[src/rspf_consts.svh]
/*
  constants for the radio status pin mux and packet format checker:
  mode and mapping codes, frame limits.
  assumes inclusion by the package and by the pin mux.
*/
// Function
// - continuous mode maps pins by code and mode
// - packet mode maps pins by packet table
// - packet rx data only between ready edges
// - continuous data passes directly over pin2
// - continuous tx drives clock, samples rising edge
// - no bit synchronizer: raw data, no clock
// - synchronizer: clean data, fall change, rise capture
// - packet mode data goes through queue only; packet rx data also shows on pin2 and pin5 at code 01
// - packet handler does framing, crc, whitening, crypto
// - packet mode forces bit synchronizer on
// - queue access allowed in sleep and standby
// - format 0, nonzero length means fixed framing
// - fixed payload 255 max, aes 64 or 65
// - fixed length counts message plus address, min 1
// - format 1 means variable framing
// - length byte excludes itself, aes limits apply
// - variable payload holds at least two bytes
// - frame order preamble, sync, length, address, data
// - format 0, zero length means unlimited framing
`ifndef RSPF_CONSTS_SVH
`define RSPF_CONSTS_SVH
`define RSPF_MODE_SLEEP   3'h0
`define RSPF_MODE_STDBY   3'h1
`define RSPF_MODE_FS      3'h2
`define RSPF_MODE_TX      3'h3
`define RSPF_MODE_RX      3'h4
`define RSPF_MAP_00       2'h0
`define RSPF_MAP_01       2'h1
`define RSPF_MAP_10       2'h2
`define RSPF_MAP_11       2'h3
`define RSPF_LEN_MAX      8'hff
`define RSPF_AES_MSG_MAX  8'h40
`define RSPF_AES_FIX_ADR  8'h41
`define RSPF_AES_VAR_ADR  8'h42
`define RSPF_VAR_MIN      8'h02
`define RSPF_FIX_MIN      8'h01
`endif

[src/rspf_pkg.sv]
/*
  types of the radio status pin mux.
  assumes rspf_consts.svh beside it.
*/
`include "rspf_consts.svh"
package rspf_pkg;
  typedef enum logic [2:0] {
    RSPF_SLEEP = 3'h0,
    RSPF_STDBY = 3'h1,
    RSPF_FS    = 3'h2,
    RSPF_TX    = 3'h3,
    RSPF_RX    = 3'h4
  } rspf_mode_t;

  typedef enum logic [3:0] {
    RSPF_FMT_FIXED     = 4'b0001,
    RSPF_FMT_VARIABLE  = 4'b0010,
    RSPF_FMT_UNLIMITED = 4'b0100,
    RSPF_FMT_BAD       = 4'b1000
  } rspf_fmt_t;

  // internal status sources routed onto the pins
  typedef struct packed {
    logic low_supply_flag;
    logic auto_sequence_active;
    logic mode_switch_done;
    logic divided_clock_out;
    logic synth_locked;
    logic receiver_ready;
    logic transmitter_ready;
    logic sync_match;
    logic rssi_hit;
    logic rx_timeout;
    logic queue_full;
    logic queue_has_data;
    logic queue_threshold_hit;
    logic check_passed;
    logic payload_ready_a;
    logic packet_sent_b;
  } rspf_status_t;

  typedef struct packed {
    logic       frame_format_bit;
    logic [7:0] frame_length_setting;
    logic       aes_on;
    logic       address_on;
  } rspf_frame_cfg_t;
endpackage : rspf_pkg
[src/rspf_bit_sync.sv]
/*
  recovered bit clock and cleaned data for continuous and packet receive.
  assumes raw demodulator bits on sys_clk and a half bit period in cycles, less one.
*/
`timescale 1ns/1ps
`default_nettype none
module rspf_bit_sync (
  input  wire logic       sys_clk,
  input  wire logic       rst,
  input  wire logic       enable,
  input  wire logic [7:0] half_period,
  input  wire logic       raw_bit,
  output logic            bit_clk,
  output logic            bit_data
);
  import rspf_pkg::*;
  logic [7:0] cnt;
  logic       raw_q;

  // phase restarts on every raw transition, so the clock locks to the data
  always_ff @(posedge sys_clk or posedge rst) begin
    if (rst) begin
      cnt     <= 8'h00;
      raw_q   <= 1'b0;
      bit_clk <= 1'b0;
    end else if (!enable) begin
      cnt     <= 8'h00;
      raw_q   <= raw_bit;
      bit_clk <= 1'b0;
    end else begin
      raw_q <= raw_bit;
      if (raw_q != raw_bit) begin
        cnt     <= 8'h00;
        bit_clk <= 1'b0;
      end else if (cnt >= half_period) begin
        cnt     <= 8'h00;
        bit_clk <= ~bit_clk;
      end else begin
        cnt <= cnt + 8'h01;
      end
    end
  end

  // data moves only as the clock falls, so it is stable at the rising edge
  always_ff @(posedge sys_clk or posedge rst) begin
    if (rst) begin
      bit_data <= 1'b0;
    end else if (enable && bit_clk && cnt >= half_period && raw_q == raw_bit) begin
      bit_data <= raw_q;
    end
  end

  chk_data_on_fall: assert property (@(posedge sys_clk) disable iff (rst)
    $changed(bit_data) |-> $past(bit_clk) && !bit_clk)
    else $error("bit data changed away from a falling clock");
endmodule : rspf_bit_sync
`default_nettype wire

[src/rspf_pin_mux.sv]
/*
  status pin mux, continuous data path and frame format decode.
  assumes status from the radio core on sys_clk and the link data pin
  from the controller, which is not on sys_clk.
*/
`timescale 1ns/1ps
`default_nettype none
`include "rspf_consts.svh"
module rspf_pin_mux (
  input  wire logic                     sys_clk,
  input  wire logic                     rst,
  input  wire rspf_pkg::rspf_mode_t     op_mode,
  input  wire logic                     packet_mode,
  input  wire logic                     bit_sync_en,
  input  wire logic [7:0]               bit_half_period,
  input  wire logic [11:0]              pin_map,
  input  wire rspf_pkg::rspf_status_t   status,
  input  wire rspf_pkg::rspf_frame_cfg_t frame_cfg,
  input  wire logic                     demod_bit,
  input  wire logic                     tx_bit_clk,
  input  wire logic                     gp_pin_2_in,
  input  wire logic                     queue_wr_req,
  input  wire logic                     queue_rd_req,
  output logic [5:0]                    gp_pin_out,
  output logic                          gp_pin_2_oe,
  output logic                          mod_bit,
  output logic                          mod_bit_valid,
  output logic                          queue_wr_ok,
  output logic                          queue_rd_ok,
  output logic                          handler_active,
  output logic                          bit_sync_active,
  output rspf_pkg::rspf_fmt_t           frame_fmt,
  output logic                          frame_has_len_byte,
  output logic                          frame_cfg_ok
);
  import rspf_pkg::*;

  logic       s_pin2_a;
  logic       s_pin2;
  logic       rx_gate;
  logic       rxr_q;
  logic       pr_q;
  logic       rec_clk;
  logic       rec_data;
  logic       tx_clk_q;
  logic       next_mod_bit;
  logic [5:0] next_pins;
  logic       rx_data_sel;
  logic       bs_on;

  // packet mode overrides the synchronizer enable
  assign bs_on = packet_mode | bit_sync_en;
  assign bit_sync_active = bs_on && op_mode == RSPF_RX;
  // framing, queue and handler only live in packet mode
  assign handler_active = packet_mode;
  // queue access stays open in sleep and standby as well as active modes
  assign queue_wr_ok = packet_mode & queue_wr_req;
  assign queue_rd_ok = packet_mode & queue_rd_req;

  rspf_bit_sync u_bit_sync (
    .sys_clk     (sys_clk),
    .rst         (rst),
    .enable      (bit_sync_active),
    .half_period (bit_half_period),
    .raw_bit     (demod_bit),
    .bit_clk     (rec_clk),
    .bit_data    (rec_data)
  );

  // the data pin is a foreign-domain input: two flops before any use
  always_ff @(posedge sys_clk or posedge rst) begin
    if (rst) begin
      s_pin2_a <= 1'b0;
      s_pin2   <= 1'b0;
    end else begin
      s_pin2_a <= gp_pin_2_in;
      s_pin2   <= s_pin2_a;
    end
  end

  // transmit sample on the rising edge of the clock we drive out
  always_ff @(posedge sys_clk or posedge rst) begin
    if (rst) begin
      tx_clk_q      <= 1'b0;
      mod_bit       <= 1'b0;
      mod_bit_valid <= 1'b0;
    end else begin
      tx_clk_q      <= tx_bit_clk;
      mod_bit_valid <= 1'b0;
      if (!packet_mode && op_mode == RSPF_TX && tx_bit_clk && !tx_clk_q) begin
        mod_bit       <= next_mod_bit;
        mod_bit_valid <= 1'b1;
      end
    end
  end
  // the controller has had half a bit to settle after our falling edge
  assign next_mod_bit = s_pin2;

  // packet receive data window: receiver ready rise opens, payload ready rise shuts
  always_ff @(posedge sys_clk or posedge rst) begin
    if (rst) begin
      rxr_q   <= 1'b0;
      pr_q    <= 1'b0;
      rx_gate <= 1'b0;
    end else begin
      rxr_q <= status.receiver_ready;
      pr_q  <= status.payload_ready_a;
      if (!packet_mode || op_mode != RSPF_RX) begin
        rx_gate <= 1'b0;
      end else if (status.payload_ready_a && !pr_q) begin
        rx_gate <= 1'b0;
      end else if (status.receiver_ready && !rxr_q) begin
        rx_gate <= 1'b1;
      end
    end
  end

  // raw demodulator bits without synchronizer, cleaned bits with it
  assign rx_data_sel = bs_on ? rec_data : demod_bit;

  function automatic logic pick(input logic [1:0] code, input logic s0, input logic s1,
                                input logic s2, input logic s3);
    case (code)
      `RSPF_MAP_00: pick = s0;
      `RSPF_MAP_01: pick = s1;
      `RSPF_MAP_10: pick = s2;
      default:      pick = s3;
    endcase
  endfunction : pick

  // unlisted combinations pass 1'b0, so unused pins sit low
  always_comb begin
    logic [1:0] m0;
    logic [1:0] m1;
    logic [1:0] m2;
    logic [1:0] m3;
    logic [1:0] m4;
    logic [1:0] m5;
    logic       dat;
    logic       dclk;
    m0 = pin_map[1:0];
    m1 = pin_map[3:2];
    m2 = pin_map[5:4];
    m3 = pin_map[7:6];
    m4 = pin_map[9:8];
    m5 = pin_map[11:10];
    next_pins = 6'h00;
    dat  = packet_mode ? (rx_gate & rx_data_sel) : rx_data_sel;
    dclk = (op_mode == RSPF_TX) ? tx_bit_clk : (bs_on ? rec_clk : 1'b0);
    if (!packet_mode) begin
      case (op_mode)
        RSPF_SLEEP, RSPF_STDBY, RSPF_FS: begin
          next_pins[0] = pick(m0, op_mode == RSPF_FS & status.synth_locked, 1'b0,
                              status.low_supply_flag, status.mode_switch_done);
          next_pins[1] = pick(m1, 1'b0, 1'b0, status.low_supply_flag,
                              op_mode == RSPF_FS & status.synth_locked);
          next_pins[3] = pick(m3, 1'b0, 1'b0, status.auto_sequence_active, 1'b0);
          next_pins[4] = pick(m4, 1'b0, 1'b0, status.low_supply_flag,
                              op_mode == RSPF_FS & status.synth_locked);
          next_pins[5] = pick(m5, op_mode != RSPF_SLEEP & status.divided_clock_out, 1'b0,
                              status.low_supply_flag, status.mode_switch_done);
        end
        RSPF_RX: begin
          next_pins[0] = pick(m0, status.sync_match, status.rx_timeout, status.rssi_hit,
                              status.mode_switch_done);
          next_pins[1] = pick(m1, dclk, status.receiver_ready, status.low_supply_flag,
                              status.sync_match);
          next_pins[2] = dat;
          next_pins[3] = pick(m3, status.rssi_hit, status.receiver_ready,
                              status.auto_sequence_active, status.rx_timeout);
          next_pins[4] = pick(m4, status.rx_timeout, status.receiver_ready, status.sync_match,
                              status.synth_locked);
          next_pins[5] = pick(m5, status.divided_clock_out, status.rssi_hit,
                              status.low_supply_flag, status.mode_switch_done);
        end
        RSPF_TX: begin
          next_pins[0] = pick(m0, status.synth_locked, status.transmitter_ready,
                              status.low_supply_flag, status.mode_switch_done);
          next_pins[1] = pick(m1, dclk, status.transmitter_ready, status.low_supply_flag,
                              status.synth_locked);
          next_pins[3] = pick(m3, status.transmitter_ready, status.transmitter_ready,
                              status.auto_sequence_active, status.transmitter_ready);
          next_pins[4] = pick(m4, status.transmitter_ready, status.transmitter_ready,
                              status.low_supply_flag, status.synth_locked);
          next_pins[5] = pick(m5, status.divided_clock_out, status.divided_clock_out,
                              status.low_supply_flag, status.mode_switch_done);
        end
        default: next_pins = 6'h00;
      endcase
    end else begin
      next_pins[1] = pick(m1, status.queue_threshold_hit, status.queue_full,
                          status.queue_has_data, 1'b0);
      next_pins[2] = pick(m2, status.queue_has_data, 1'b0, status.low_supply_flag,
                          status.auto_sequence_active);
      next_pins[3] = pick(m3, status.queue_full, 1'b0, status.low_supply_flag, 1'b0);
      next_pins[4] = pick(m4, 1'b0, 1'b0, status.low_supply_flag, 1'b0);
      next_pins[5] = pick(m5, op_mode != RSPF_SLEEP & status.divided_clock_out, 1'b0,
                          status.low_supply_flag, status.mode_switch_done);
      case (op_mode)
        RSPF_SLEEP, RSPF_STDBY: begin
          next_pins[0] = pick(m0, 1'b0, 1'b0, status.low_supply_flag, 1'b0);
        end
        RSPF_FS: begin
          next_pins[0] = pick(m0, 1'b0, 1'b0, status.low_supply_flag, status.synth_locked);
          next_pins[1] = pick(m1, status.queue_threshold_hit, status.queue_full,
                              status.queue_has_data, status.synth_locked);
          next_pins[3] = pick(m3, status.queue_full, 1'b0, status.low_supply_flag,
                              status.synth_locked);
          next_pins[4] = pick(m4, 1'b0, 1'b0, status.low_supply_flag, status.synth_locked);
        end
        RSPF_RX: begin
          next_pins[0] = pick(m0, status.check_passed, status.payload_ready_a,
                              status.sync_match, status.rssi_hit);
          next_pins[1] = pick(m1, status.queue_threshold_hit, status.queue_full,
                              status.queue_has_data, status.rx_timeout);
          next_pins[2] = pick(m2, status.queue_has_data, dat, status.low_supply_flag,
                              status.auto_sequence_active);
          next_pins[3] = pick(m3, status.queue_full, status.rssi_hit, status.sync_match,
                              status.synth_locked);
          next_pins[4] = pick(m4, status.rx_timeout, status.rssi_hit, status.receiver_ready,
                              status.synth_locked);
          next_pins[5] = pick(m5, status.divided_clock_out, dat, status.low_supply_flag,
                              status.mode_switch_done);
        end
        RSPF_TX: begin
          next_pins[0] = pick(m0, status.packet_sent_b, status.transmitter_ready,
                              status.low_supply_flag, status.synth_locked);
          next_pins[1] = pick(m1, status.queue_threshold_hit, status.queue_full,
                              status.queue_has_data, status.synth_locked);
          next_pins[3] = pick(m3, status.queue_full, status.transmitter_ready,
                              status.low_supply_flag, status.synth_locked);
          next_pins[4] = pick(m4, status.mode_switch_done, status.transmitter_ready,
                              status.low_supply_flag, status.synth_locked);
        end
        default: next_pins = 6'h00;
      endcase
    end
  end

  // registered pins: one cycle latency, no glitches from the mux
  always_ff @(posedge sys_clk or posedge rst) begin
    if (rst) begin
      gp_pin_out  <= 6'h00;
      gp_pin_2_oe <= 1'b0;
    end else begin
      gp_pin_out <= next_pins;
      // pin2 turns round to an input only for continuous transmit
      gp_pin_2_oe <= !(op_mode == RSPF_TX && !packet_mode);
    end
  end

  // frame format decode and sanity of the programmed length
  always_comb begin
    frame_has_len_byte = 1'b0;
    frame_cfg_ok       = 1'b1;
    if (frame_cfg.frame_format_bit) begin
      frame_fmt          = RSPF_FMT_VARIABLE;
      frame_has_len_byte = 1'b1;
      // the length setting is the receive ceiling; it must admit two bytes
      if (frame_cfg.frame_length_setting + 9'h001 < {1'b0, `RSPF_VAR_MIN}) begin
        frame_cfg_ok = 1'b0;
      end
      if (frame_cfg.aes_on && frame_cfg.frame_length_setting >
          (frame_cfg.address_on ? `RSPF_AES_VAR_ADR : `RSPF_AES_MSG_MAX)) begin
        frame_cfg_ok = 1'b0;
      end
    end else if (frame_cfg.frame_length_setting != 8'h00) begin
      frame_fmt = RSPF_FMT_FIXED;
      if (frame_cfg.aes_on && frame_cfg.frame_length_setting >
          (frame_cfg.address_on ? `RSPF_AES_FIX_ADR : `RSPF_AES_MSG_MAX)) begin
        frame_cfg_ok = 1'b0;
      end
    end else begin
      frame_fmt = RSPF_FMT_UNLIMITED;
    end
  end

  chk_unused_low: assert property (@(posedge sys_clk) disable iff (rst)
    (packet_mode && op_mode == RSPF_SLEEP && pin_map[1:0] == `RSPF_MAP_00) |=> !gp_pin_out[0])
    else $error("unselected pin not low");
  chk_cont_sync: assert property (@(posedge sys_clk) disable iff (rst)
    (!packet_mode && op_mode == RSPF_RX && pin_map[1:0] == `RSPF_MAP_00)
    |=> gp_pin_out[0] == $past(status.sync_match))
    else $error("pin0 not sync match in continuous receive");
  chk_pkt_crc: assert property (@(posedge sys_clk) disable iff (rst)
    (packet_mode && op_mode == RSPF_RX && pin_map[1:0] == `RSPF_MAP_00)
    |=> gp_pin_out[0] == $past(status.check_passed))
    else $error("pin0 not check passed in packet receive");
  chk_pkt_sent: assert property (@(posedge sys_clk) disable iff (rst)
    (packet_mode && op_mode == RSPF_TX && pin_map[1:0] == `RSPF_MAP_00)
    |=> gp_pin_out[0] == $past(status.packet_sent_b))
    else $error("pin0 not packet sent in packet transmit");
  // mode and map are taken in the cycle the pins are computed, not the cycle they show
  chk_rx_window: assert property (@(posedge sys_clk) disable iff (rst)
    (packet_mode && !rx_gate && op_mode == RSPF_RX && pin_map[11:10] == `RSPF_MAP_01)
    |=> !gp_pin_out[5])
    else $error("receive data shown outside its window");
  chk_tx_sample: assert property (@(posedge sys_clk) disable iff (rst)
    mod_bit_valid |-> $past(tx_bit_clk) && !$past(tx_clk_q) && !$past(packet_mode)
    && $past(op_mode) == RSPF_TX)
    else $error("transmit bit taken off a rising clock edge");
  chk_pkt_bsync: assert property (@(posedge sys_clk) disable iff (rst)
    (packet_mode && op_mode == RSPF_RX) |-> bit_sync_active)
    else $error("synchronizer off in packet receive");
  chk_no_dclk: assert property (@(posedge sys_clk) disable iff (rst)
    (!packet_mode && !bit_sync_en && op_mode == RSPF_RX && pin_map[3:2] == `RSPF_MAP_00)
    [*2] |-> !gp_pin_out[1])
    else $error("clock shown without synchronizer");
  chk_fmt_fixed: assert property (@(posedge sys_clk) disable iff (rst)
    (!frame_cfg.frame_format_bit && frame_cfg.frame_length_setting != 8'h00)
    |-> frame_fmt == RSPF_FMT_FIXED && !frame_has_len_byte)
    else $error("fixed framing not decoded");
  chk_queue_sleep: assert property (@(posedge sys_clk) disable iff (rst)
    (packet_mode && queue_wr_req && op_mode == RSPF_SLEEP) |-> queue_wr_ok)
    else $error("queue write refused in sleep");

  cov_cont_tx: cover property (@(posedge sys_clk) disable iff (rst) mod_bit_valid);
  cov_rx_open: cover property (@(posedge sys_clk) disable iff (rst) $rose(rx_gate));
  cov_rx_shut: cover property (@(posedge sys_clk) disable iff (rst) $fell(rx_gate));
  cov_fmt_var: cover property (@(posedge sys_clk) disable iff (rst)
    frame_fmt == RSPF_FMT_VARIABLE && frame_cfg_ok);
endmodule : rspf_pin_mux
`default_nettype wire

[config.mk]
export PLATFORM = sky130hd
export DESIGN_NAME = rspf_pin_mux
export DESIGN_NICKNAME = d
export VERILOG_FILES = /design/src/rspf_pkg.sv /design/src/rspf_bit_sync.sv /design/src/rspf_pin_mux.sv
export VERILOG_INCLUDE_DIRS = /design/src
export SDC_FILE = /design/constraint.sdc
export NUM_CORES = 1
export LEC_CHECK = 0
export CAP_MARGIN = 0
export CORE_MARGIN = 5
export CORE_UTILIZATION = 39
export CTS_BUF_LIST = sky130_fd_sc_hd__clkbuf_8 sky130_fd_sc_hd__clkbuf_16
export CTS_CLUSTER_DIAMETER = 200
export DETAILED_ROUTE_END_ITERATION = 8
export DONT_BUFFER_PORTS = 1
export MAX_ROUTING_LAYER = met4
export SLEW_MARGIN = 20
export SYNTH_ARGS = -nofsm -noshare
export SYNTH_HDL_FRONTEND = slang
export SYNTH_HIERARCHICAL = 1
export SYNTH_SLANG_ARGS = --single-unit
[constraint.sdc]
create_clock -name sys_clk -period 2.65 [get_ports sys_clk]
set_clock_uncertainty 0.1 [all_clocks]
set_input_delay 0.6625 -clock sys_clk [delete_from_list [all_inputs] [get_ports sys_clk]]
set_output_delay 0.6625 -clock sys_clk [all_outputs]
set_load 0.005 [all_outputs]
==> flow_metrics.py, run 1 <==
metrics = {
    "route": {
        "vias": 1797,
        "avgViaCountPerCell": 5.931,
        "drtPass1Iterations": 4,
        "drt_iter0_markers": 100,
        "wire_per_inst_um": 17.07,
        "antenna_left": 0,
        "wirelength_um": 5171,
        "drc_errors": 0,
    },
    "critical_path": {
        "path_class": "primary input to output port",
        "cp.required_ps": 1890,
        "critPathCaptureType": "output port",
        "start_kind": "primary input",
        "critPathArrivalTime_ps": 1750,
        "crit_slowest_cell": "a221o_1",
        "crit_path_frequent_cell": "a21oi_1",
        "cpPeakStageDelay_ps": 310,
        "path_cells": "inv_1 -> ha_1 -> a21oi_1 -> nor2_1 -> a221o_1 -> a21oi_1 -> a21oi_1",
        "cp_max_fo": 4,
    },
    "clocking": {
        "cts_root_buf": "clkbuf_8",
        "h-tree-depth": 1,
        "tritoncts": "done",
        "clockBufferDepth": 2,
        "clk_pin_slew_worst_paths_ps": 90,
        "cts_resized": 0,
        "cts_made_buffers": 3,
        "post-cts-setup-buffers": 0,
        "clk_latency_ps": 270,
        "cts_hold_buf": 0,
        "cts.sinks": 26,
    },
    "power_and_ir_drop": {
        "power.density_nw_per_um2": 389.6,
        "peakVddDrop_mv": 0.1870,
        "power.leakage_nw": 0.9865,
        "totalPowerFinal_w": 0.0008868,
    },
    "yosys": {
        "syn_avg_cell_area_um2": 9.067,
        "synth.distinct_cells": 62,
        "synth-simple-area-share_pct": 20.95,
        "synth_top_family_by_area": "compound AO/OA/AOI/OAI gates",
        "synth.yosys.seq_area_share_pct": 29.53,
        "synth_nets": 315,
        "syn_area_um2": 2203,
        "synthFlopType": "dfrtp_1",
        "synth_compound_area_share_pct": 22.37,
        "synthCells": 243,
        "synth-xor-area-share_pct": 3.180,
        "synthArstFlopShare_pct": 100.0,
        "muxShareOfSynthArea_pct": 7.836,
        "synth_edf_count": 0,
        "yosysWarnings": 6,
        "synthAdderAreaFrac_pct": 7.836,
        "synth_seq_cells": 26,
    },
    "grt": {
        "grt_pass1_wl_um": 8797,
        "grt_overflow_total": 0,
        "gr-usage-all-layers_pct": 15.03,
        "grt_pass1_vias": 1741,
        "grt_max_degree": 23,
        "grt_antenna_before_repair": 0,
    },
    "hold_path": {
        "hp-class": "primary input to async pin",
    },
    "die": {
        "dieArea_um2": 7253,
        "fp-row-count": 27,
        "core_um2": 5507,
        "pin_count": 78,
        "die_x_um": 85.17,
        "die_y_um": 85.17,
        "initial_core_util_pct": 40.01,
    },
    "final_layout": {
        "final_cell_mix": "26 x dfrtp_1, 19 x nor2_1, 17 x inv_1",
        "layout.nets": 304,
        "instances_no_fill": 303,
        "syn_to_final_growth_pct": 3.293,
        "drive_gt1_share_pct": 9.091,
        "antenna_cells": 0,
        "fillers": 553,
        "final_common_cell": "dfrtp_1",
    },
    "timing": {
        "drv_slew": 0,
        "fin_crit_ps": 2508,
        "max_freq_ghz": 0.3987,
        "fin_crit_sh_pct": 94.66,
        "fin_setup_tns_ps": 0,
        "worst_pin_slew_ps": 536.3,
        "setup_viol": 0,
        "rsz0062_at_grt": "no",
        "slew_headroom_pct": 64.21,
        "hold_viol_final": 0,
        "setup_slack_ps": 141.6,
    },
    "place": {
        "place_congestion": 0.8264,
        "dp_cells": 299,
        "port_buffers": 0,
        "hpwl_um": 4091,
        "preCtsSetupSlack_ps": 160.5,
    },
    "run_status": {
        "outcome": "finished clean",
    },
    "run": {
        "maxCapViolCount": 0,
    },
}
cell usage after synthesis, types with 2 or more instances:
cell type | n | area share, %
a211o_1 | 2 | 0.80
a211oi_1 | 2 | 0.68
a21oi_1 | 13 | 3.0
a221o_1 | 2 | 0.91
a221oi_1 | 2 | 0.80
a221oi_2 | 2 | 1.4
a22oi_1 | 3 | 1.0
a31oi_1 | 2 | 0.57
a32o_1 | 2 | 0.91
and2_1 | 2 | 0.57
and3_1 | 2 | 0.57
buf_2 | 5 | 1.1
buf_4 | 7 | 2.4
clkbuf_1 | 6 | 1.0
dfrtp_1 | 26 | 30
ha_1 | 13 | 7.4
inv_1 | 17 | 2.9
mux2_1 | 4 | 2.0
mux2i_1 | 6 | 2.7
mux4_2 | 3 | 3.1
nand2_1 | 14 | 2.4
nand2b_1 | 2 | 0.57
nand3_1 | 10 | 2.3
nand3b_1 | 4 | 1.4
nand4_1 | 2 | 0.57
nor2_1 | 19 | 3.2
nor2b_1 | 2 | 0.57
nor3_1 | 4 | 0.91
nor3b_1 | 3 | 1.0
nor3b_2 | 2 | 1.1
o211ai_1 | 5 | 1.7
o21a_1 | 2 | 0.68
o21ai_0 | 10 | 2.3
o21ai_1 | 3 | 0.68
o31ai_1 | 4 | 1.4
or2_1 | 3 | 0.85
or3b_1 | 2 | 0.80
xnor2_1 | 3 | 1.2
xor2_1 | 5 | 2.0
final timing paths:
path | endpoint | slack (ps) | cells past startpoint | startpoint
max | frame_cfg_ok | 140 | 7 | frame_cfg[2]
min | u_bit_sync/raw_q | 170 | 1 | rst
max reg2reg | u_bit_sync/bit_data | 550 | 7 | u_bit_sync/cnt[0]
min reg2reg | next_mod_bit | 260 | 0 | s_pin2_a
max in group asynchronous | gp_pin_out[5] | 1880 | 1 | rst
min in group sys_clk | next_mod_bit | 260 | 0 | s_pin2_a
logic make-up (layout without fill, tap and decap cells):
family,count (synthesis),count (layout)
compound gates,64,64
xor+xnor,8,8
fa+ha+maj,14,14
buf+inv,37,25
flops,26,26
mux,13,13
other cells,1,1
simple gates,80,80
worst max-delay path: cells and delay by family:
| kind | cells | cell delay [ps] |
|---|---|---|
| AND/OR/NAND/NOR | 1 | 60 |
| AO/OA/AOI/OAI | 4 | 680 |
| adder cells (fa/ha/maj) | 1 | 240 |
| buffers and inverters | 1 | 90 |
sequential cells by signal, indices dropped and copies added, names as in the netlist:
register / cells
u_bit_sync/cnt: 8
gp_pin_out: 6
gp_pin_2_oe: 1
mod_bit: 1
mod_bit_valid: 1
next_mod_bit: 1
pr_q: 1
rx_gate: 1
rxr_q: 1
s_pin2_a: 1
tx_clk_q: 1
u_bit_sync/bit_clk: 1
u_bit_sync/bit_data: 1
u_bit_sync/raw_q: 1
routing by layer:
metal	GRT usage [%]	part of all wire, %
met5	-	0
met2	21.61	43
met3	3.398	9.2
met4	3.453	0.56
met1	21.40	47
metrics by stage:
step           hold slack [ps]  util, %  instance area, um^2
3_3_place_gp             235.6    40.04                 2205
6_report                 168.4    41.33                 2276
3_5_place_dp             239.7    40.04                 2205
2_1_floorplan            231.2        -                 2203
4_1_cts                  169.0    41.33                 2276
5_1_grt                  193.3    41.33                 2276
where the power goes:
group / internal (W) / switching (W) / leakage (nW)
logic: 0.0000737 / 0.0000695 / 0.616
clock network: 0.000202 / 0.000119 / 0.0357
registers: 0.000414 / 0.00000947 / 0.334
total: 0.000689 / 0.000198 / 0.987
layout make-up:
class                           instances  area, um^2  share of cell area (%)
Clock buffer                            3       41.29                   1.814
Clock inverter                          1       30.03                   1.319
Inverter                               18       67.56                   2.969
Multi-Input combinational cell        180        1374                   60.36
Sequential cell                        26       650.6                   28.59
Tap cell                               72       90.09                   3.958
Timing Repair Buffer                    3       22.52                  0.9896
No activity file was read; power rests on OpenSTA's default activity.
==> inputs of run 2 (changes only) <==
--- a/config.mk
+++ b/config.mk
@@ -13,7 +13,6 @@
 export CTS_CLUSTER_DIAMETER = 200
 export DETAILED_ROUTE_END_ITERATION = 8
 export DONT_BUFFER_PORTS = 1
-export MAX_ROUTING_LAYER = met4
 export SLEW_MARGIN = 20
 export SYNTH_ARGS = -nofsm -noshare
 export SYNTH_HDL_FRONTEND = slang
==> constraint.sdc (replaced) <==
create_clock -name sys_clk -period 2.36 [get_ports sys_clk]
set_clock_uncertainty 0.1 [all_clocks]
set_input_delay 0.59 -clock sys_clk [delete_from_list [all_inputs] [get_ports sys_clk]]
set_output_delay 0.59 -clock sys_clk [all_outputs]
set_load 0.005 [all_outputs]
==> run 2 against run 1 <==
Against the previous run:
- critical endpoint unchanged
- critical path depth did not move
- global-route usage fell by 0.76 points
- wire length rose by 1.9%
- sequential share of layout area fell by 0.14 points
- clock-buffer cell count rose by 1
- largest power group unchanged
- hold slack got worse by 80 ps
- sequential cell count did not move
==> flow_metrics.py, run 2 (synthesis gave the netlist of run 1 again) <==
metrics = {
    "run_status": {
        "outcome": "finished clean",
    },
    "grt": {
        "grt_pass1_vias": 1767,
        "grt_max_degree": 23,
        "grt_pass1_wl_um": 8659,
        "grt_antenna_before_repair": 0,
        "gr-usage-all-layers_pct": 14.27,
        "grt_overflow_total": 0,
    },
    "final_layout": {
        "seqCellArea_um2": 650.6,
        "layout.nets": 306,
        "drive_gt1_share_pct": 11.16,
        "fillers": 546,
        "largest_reg_flops": 8,
        "fin_util_pct": 41.54,
        "final_cell_mix": "26 x dfrtp_1, 19 x nor2_1, 17 x inv_1",
        "final_common_cell": "dfrtp_1",
        "reg.largest.list": "u_bit_sync/cnt x8, gp_pin_out x6",
        "antenna_cells": 0,
        "top_register": "u_bit_sync/cnt",
        "syn_to_final_growth_pct": 3.805,
        "multi_input_area_um2": 1386,
    },
    "timing": {
        "hold_viol_final": 0,
        "fin_setup_tns_ps": 0,
        "fin_crit_ps": 2308,
        "setup_viol": 0,
        "drv_slew": 0,
        "fin_crit_sh_pct": 97.79,
        "max_freq_ghz": 0.4333,
        "slew_headroom_pct": 64.18,
        "worst_pin_slew_ps": 536.7,
    },
    "clocking": {
        "clockBufferDepth": 2,
        "clk_pin_slew_worst_paths_ps": 80,
        "cts_root_buf": "clkbuf_8",
        "post-cts-setup-buffers": 0,
        "cts_made_buffers": 3,
        "clk_latency_ps": 260,
        "h-tree-depth": 1,
        "cts.sinks": 26,
        "tritoncts": "done",
    },
    "power_and_ir_drop": {
        "seqPwrFrac_pct": 51.8,
        "power.leakage_nw": 0.9905,
        "peakVddDrop_mv": 0.2643,
        "power.density_nw_per_um2": 401.1,
        "combPwrFrac_pct": 18.0,
        "p_switching_w": 0.0002184,
        "p_int_w": 0.0006990,
        "p_clk_share_pct": 30.2,
        "swShare_pct": 23.80,
    },
    "critical_path": {
        "cp_max_fo": 2,
        "start_kind": "primary input",
        "cp.required_ps": 1670,
        "critPathArrivalTime_ps": 1620,
        "critPathCaptureType": "output port",
        "path_class": "primary input to output port",
    },
    "route": {
        "drt_iter0_markers": 74,
        "wire_per_inst_um": 17.28,
        "drtPass1Iterations": 4,
        "avgViaCountPerCell": 6.003,
        "wirelength_um": 5269,
        "drc_errors": 0,
        "vias": 1831,
        "antenna_left": 0,
    },
    "run": {
        "maxCapViolCount": 0,
    },
    "die": {
        "core_um2": 5507,
        "pin_count": 78,
        "die_y_um": 85.17,
        "dieArea_um2": 7253,
        "initial_core_util_pct": 40.01,
        "fp-row-count": 27,
        "die_x_um": 85.17,
    },
    "hold_path": {
        "hp-class": "primary input to async pin",
    },
    "place": {
        "hpwl_um": 4182,
        "port_buffers": 0,
        "place_congestion": 0.8190,
    },
}
## run 2: cell count changes in the layout (fill, tap and decap cells not counted)
cell       before  now
a21oi_1        13   11
clkbuf_8        3    4
nor3b_2         2    3
bufinv_16       1    0
a21oi_2         0    2
buf_4           3    5
nor3b_1         3    2
## run 2: per-layer routing
metal	wire length, um	vias up	track usage (%)
li1	-	868	-
met1	2393	900	19.76
met2	2401	59	22.46
met3	443	4	3.883
met4	29	0	2.590
met5	0	-	0
## run 2: worst max-delay path: stages
cell	delay (ps)
inv_1	30
ha_1	260
a21oi_1	150
nor2_1	50
a221o_1	320
a21oi_2	150
a21oi_2	50
## run 2: area by class of cell
cell class	instances	area share [%]
sequential	26	28.45
multi-input combinational	180	60.61
tap	72	3.939
clock buffer	4	2.407
timing repair buffer	5	1.641
inverter	18	2.954
## run 2: repair_timing
action                                  4_1_cts  5_1_grt
endpoints found under the setup margin        0        1
resized for setup                             0        3
hold buffers                                  0        0
## run 2: final timing paths
| check | from | endpoint | slack, ps | cells after the start |
|---|---|---|---|---|
| worst max-delay path | frame_cfg[2] | frame_cfg_ok | 50 | 7 |
| worst min-delay path | rst | u_bit_sync/bit_clk | 90 | 1 |
| worst max register to register | u_bit_sync/cnt[0] | u_bit_sync/bit_data | 260 | 7 |
| worst min register to register | s_pin2_a | next_mod_bit | 260 | 0 |
| max in group asynchronous | rst | gp_pin_out[5] | 1660 | 1 |
| min in group sys_clk | gp_pin_2_in | s_pin2_a | 250 | 0 |
## run 2: through the flow
| step | power (W) | cells | area, um^2 | hold slack [ps] | setup WS (ps) |
|---|---|---|---|---|---|
| final | 0.0009174 | 305 | 2287 | 88.47 | 52.10 |
| after global routing | 0.0009701 | 305 | 2287 | 114.4 | -12.38 |
| after CTS | 0.0009293 | 305 | 2275 | 99.23 | 32.41 |
| after detailed placement | 0.0006498 | 301 | 2220 | 238.9 | 45.85 |
| after global placement | 0.0006458 | 301 | 2220 | 234.8 | 56.88 |
| after floorplan | 0.0006477 | 243 | 2203 | 231.2 | 101.9 |
## run 2: power by group through the flow
stage | registers, W | logic (W) | clock network (W)
floorplan | 0.000481 | 0.000167 | 0
global placement | 0.000484 | 0.000161 | 0
detailed placement | 0.000485 | 0.000165 | 0
CTS | 0.000476 | 0.000166 | 0.000288
global route | 0.000478 | 0.000187 | 0.000305
finish | 0.000475 | 0.000165 | 0.000277
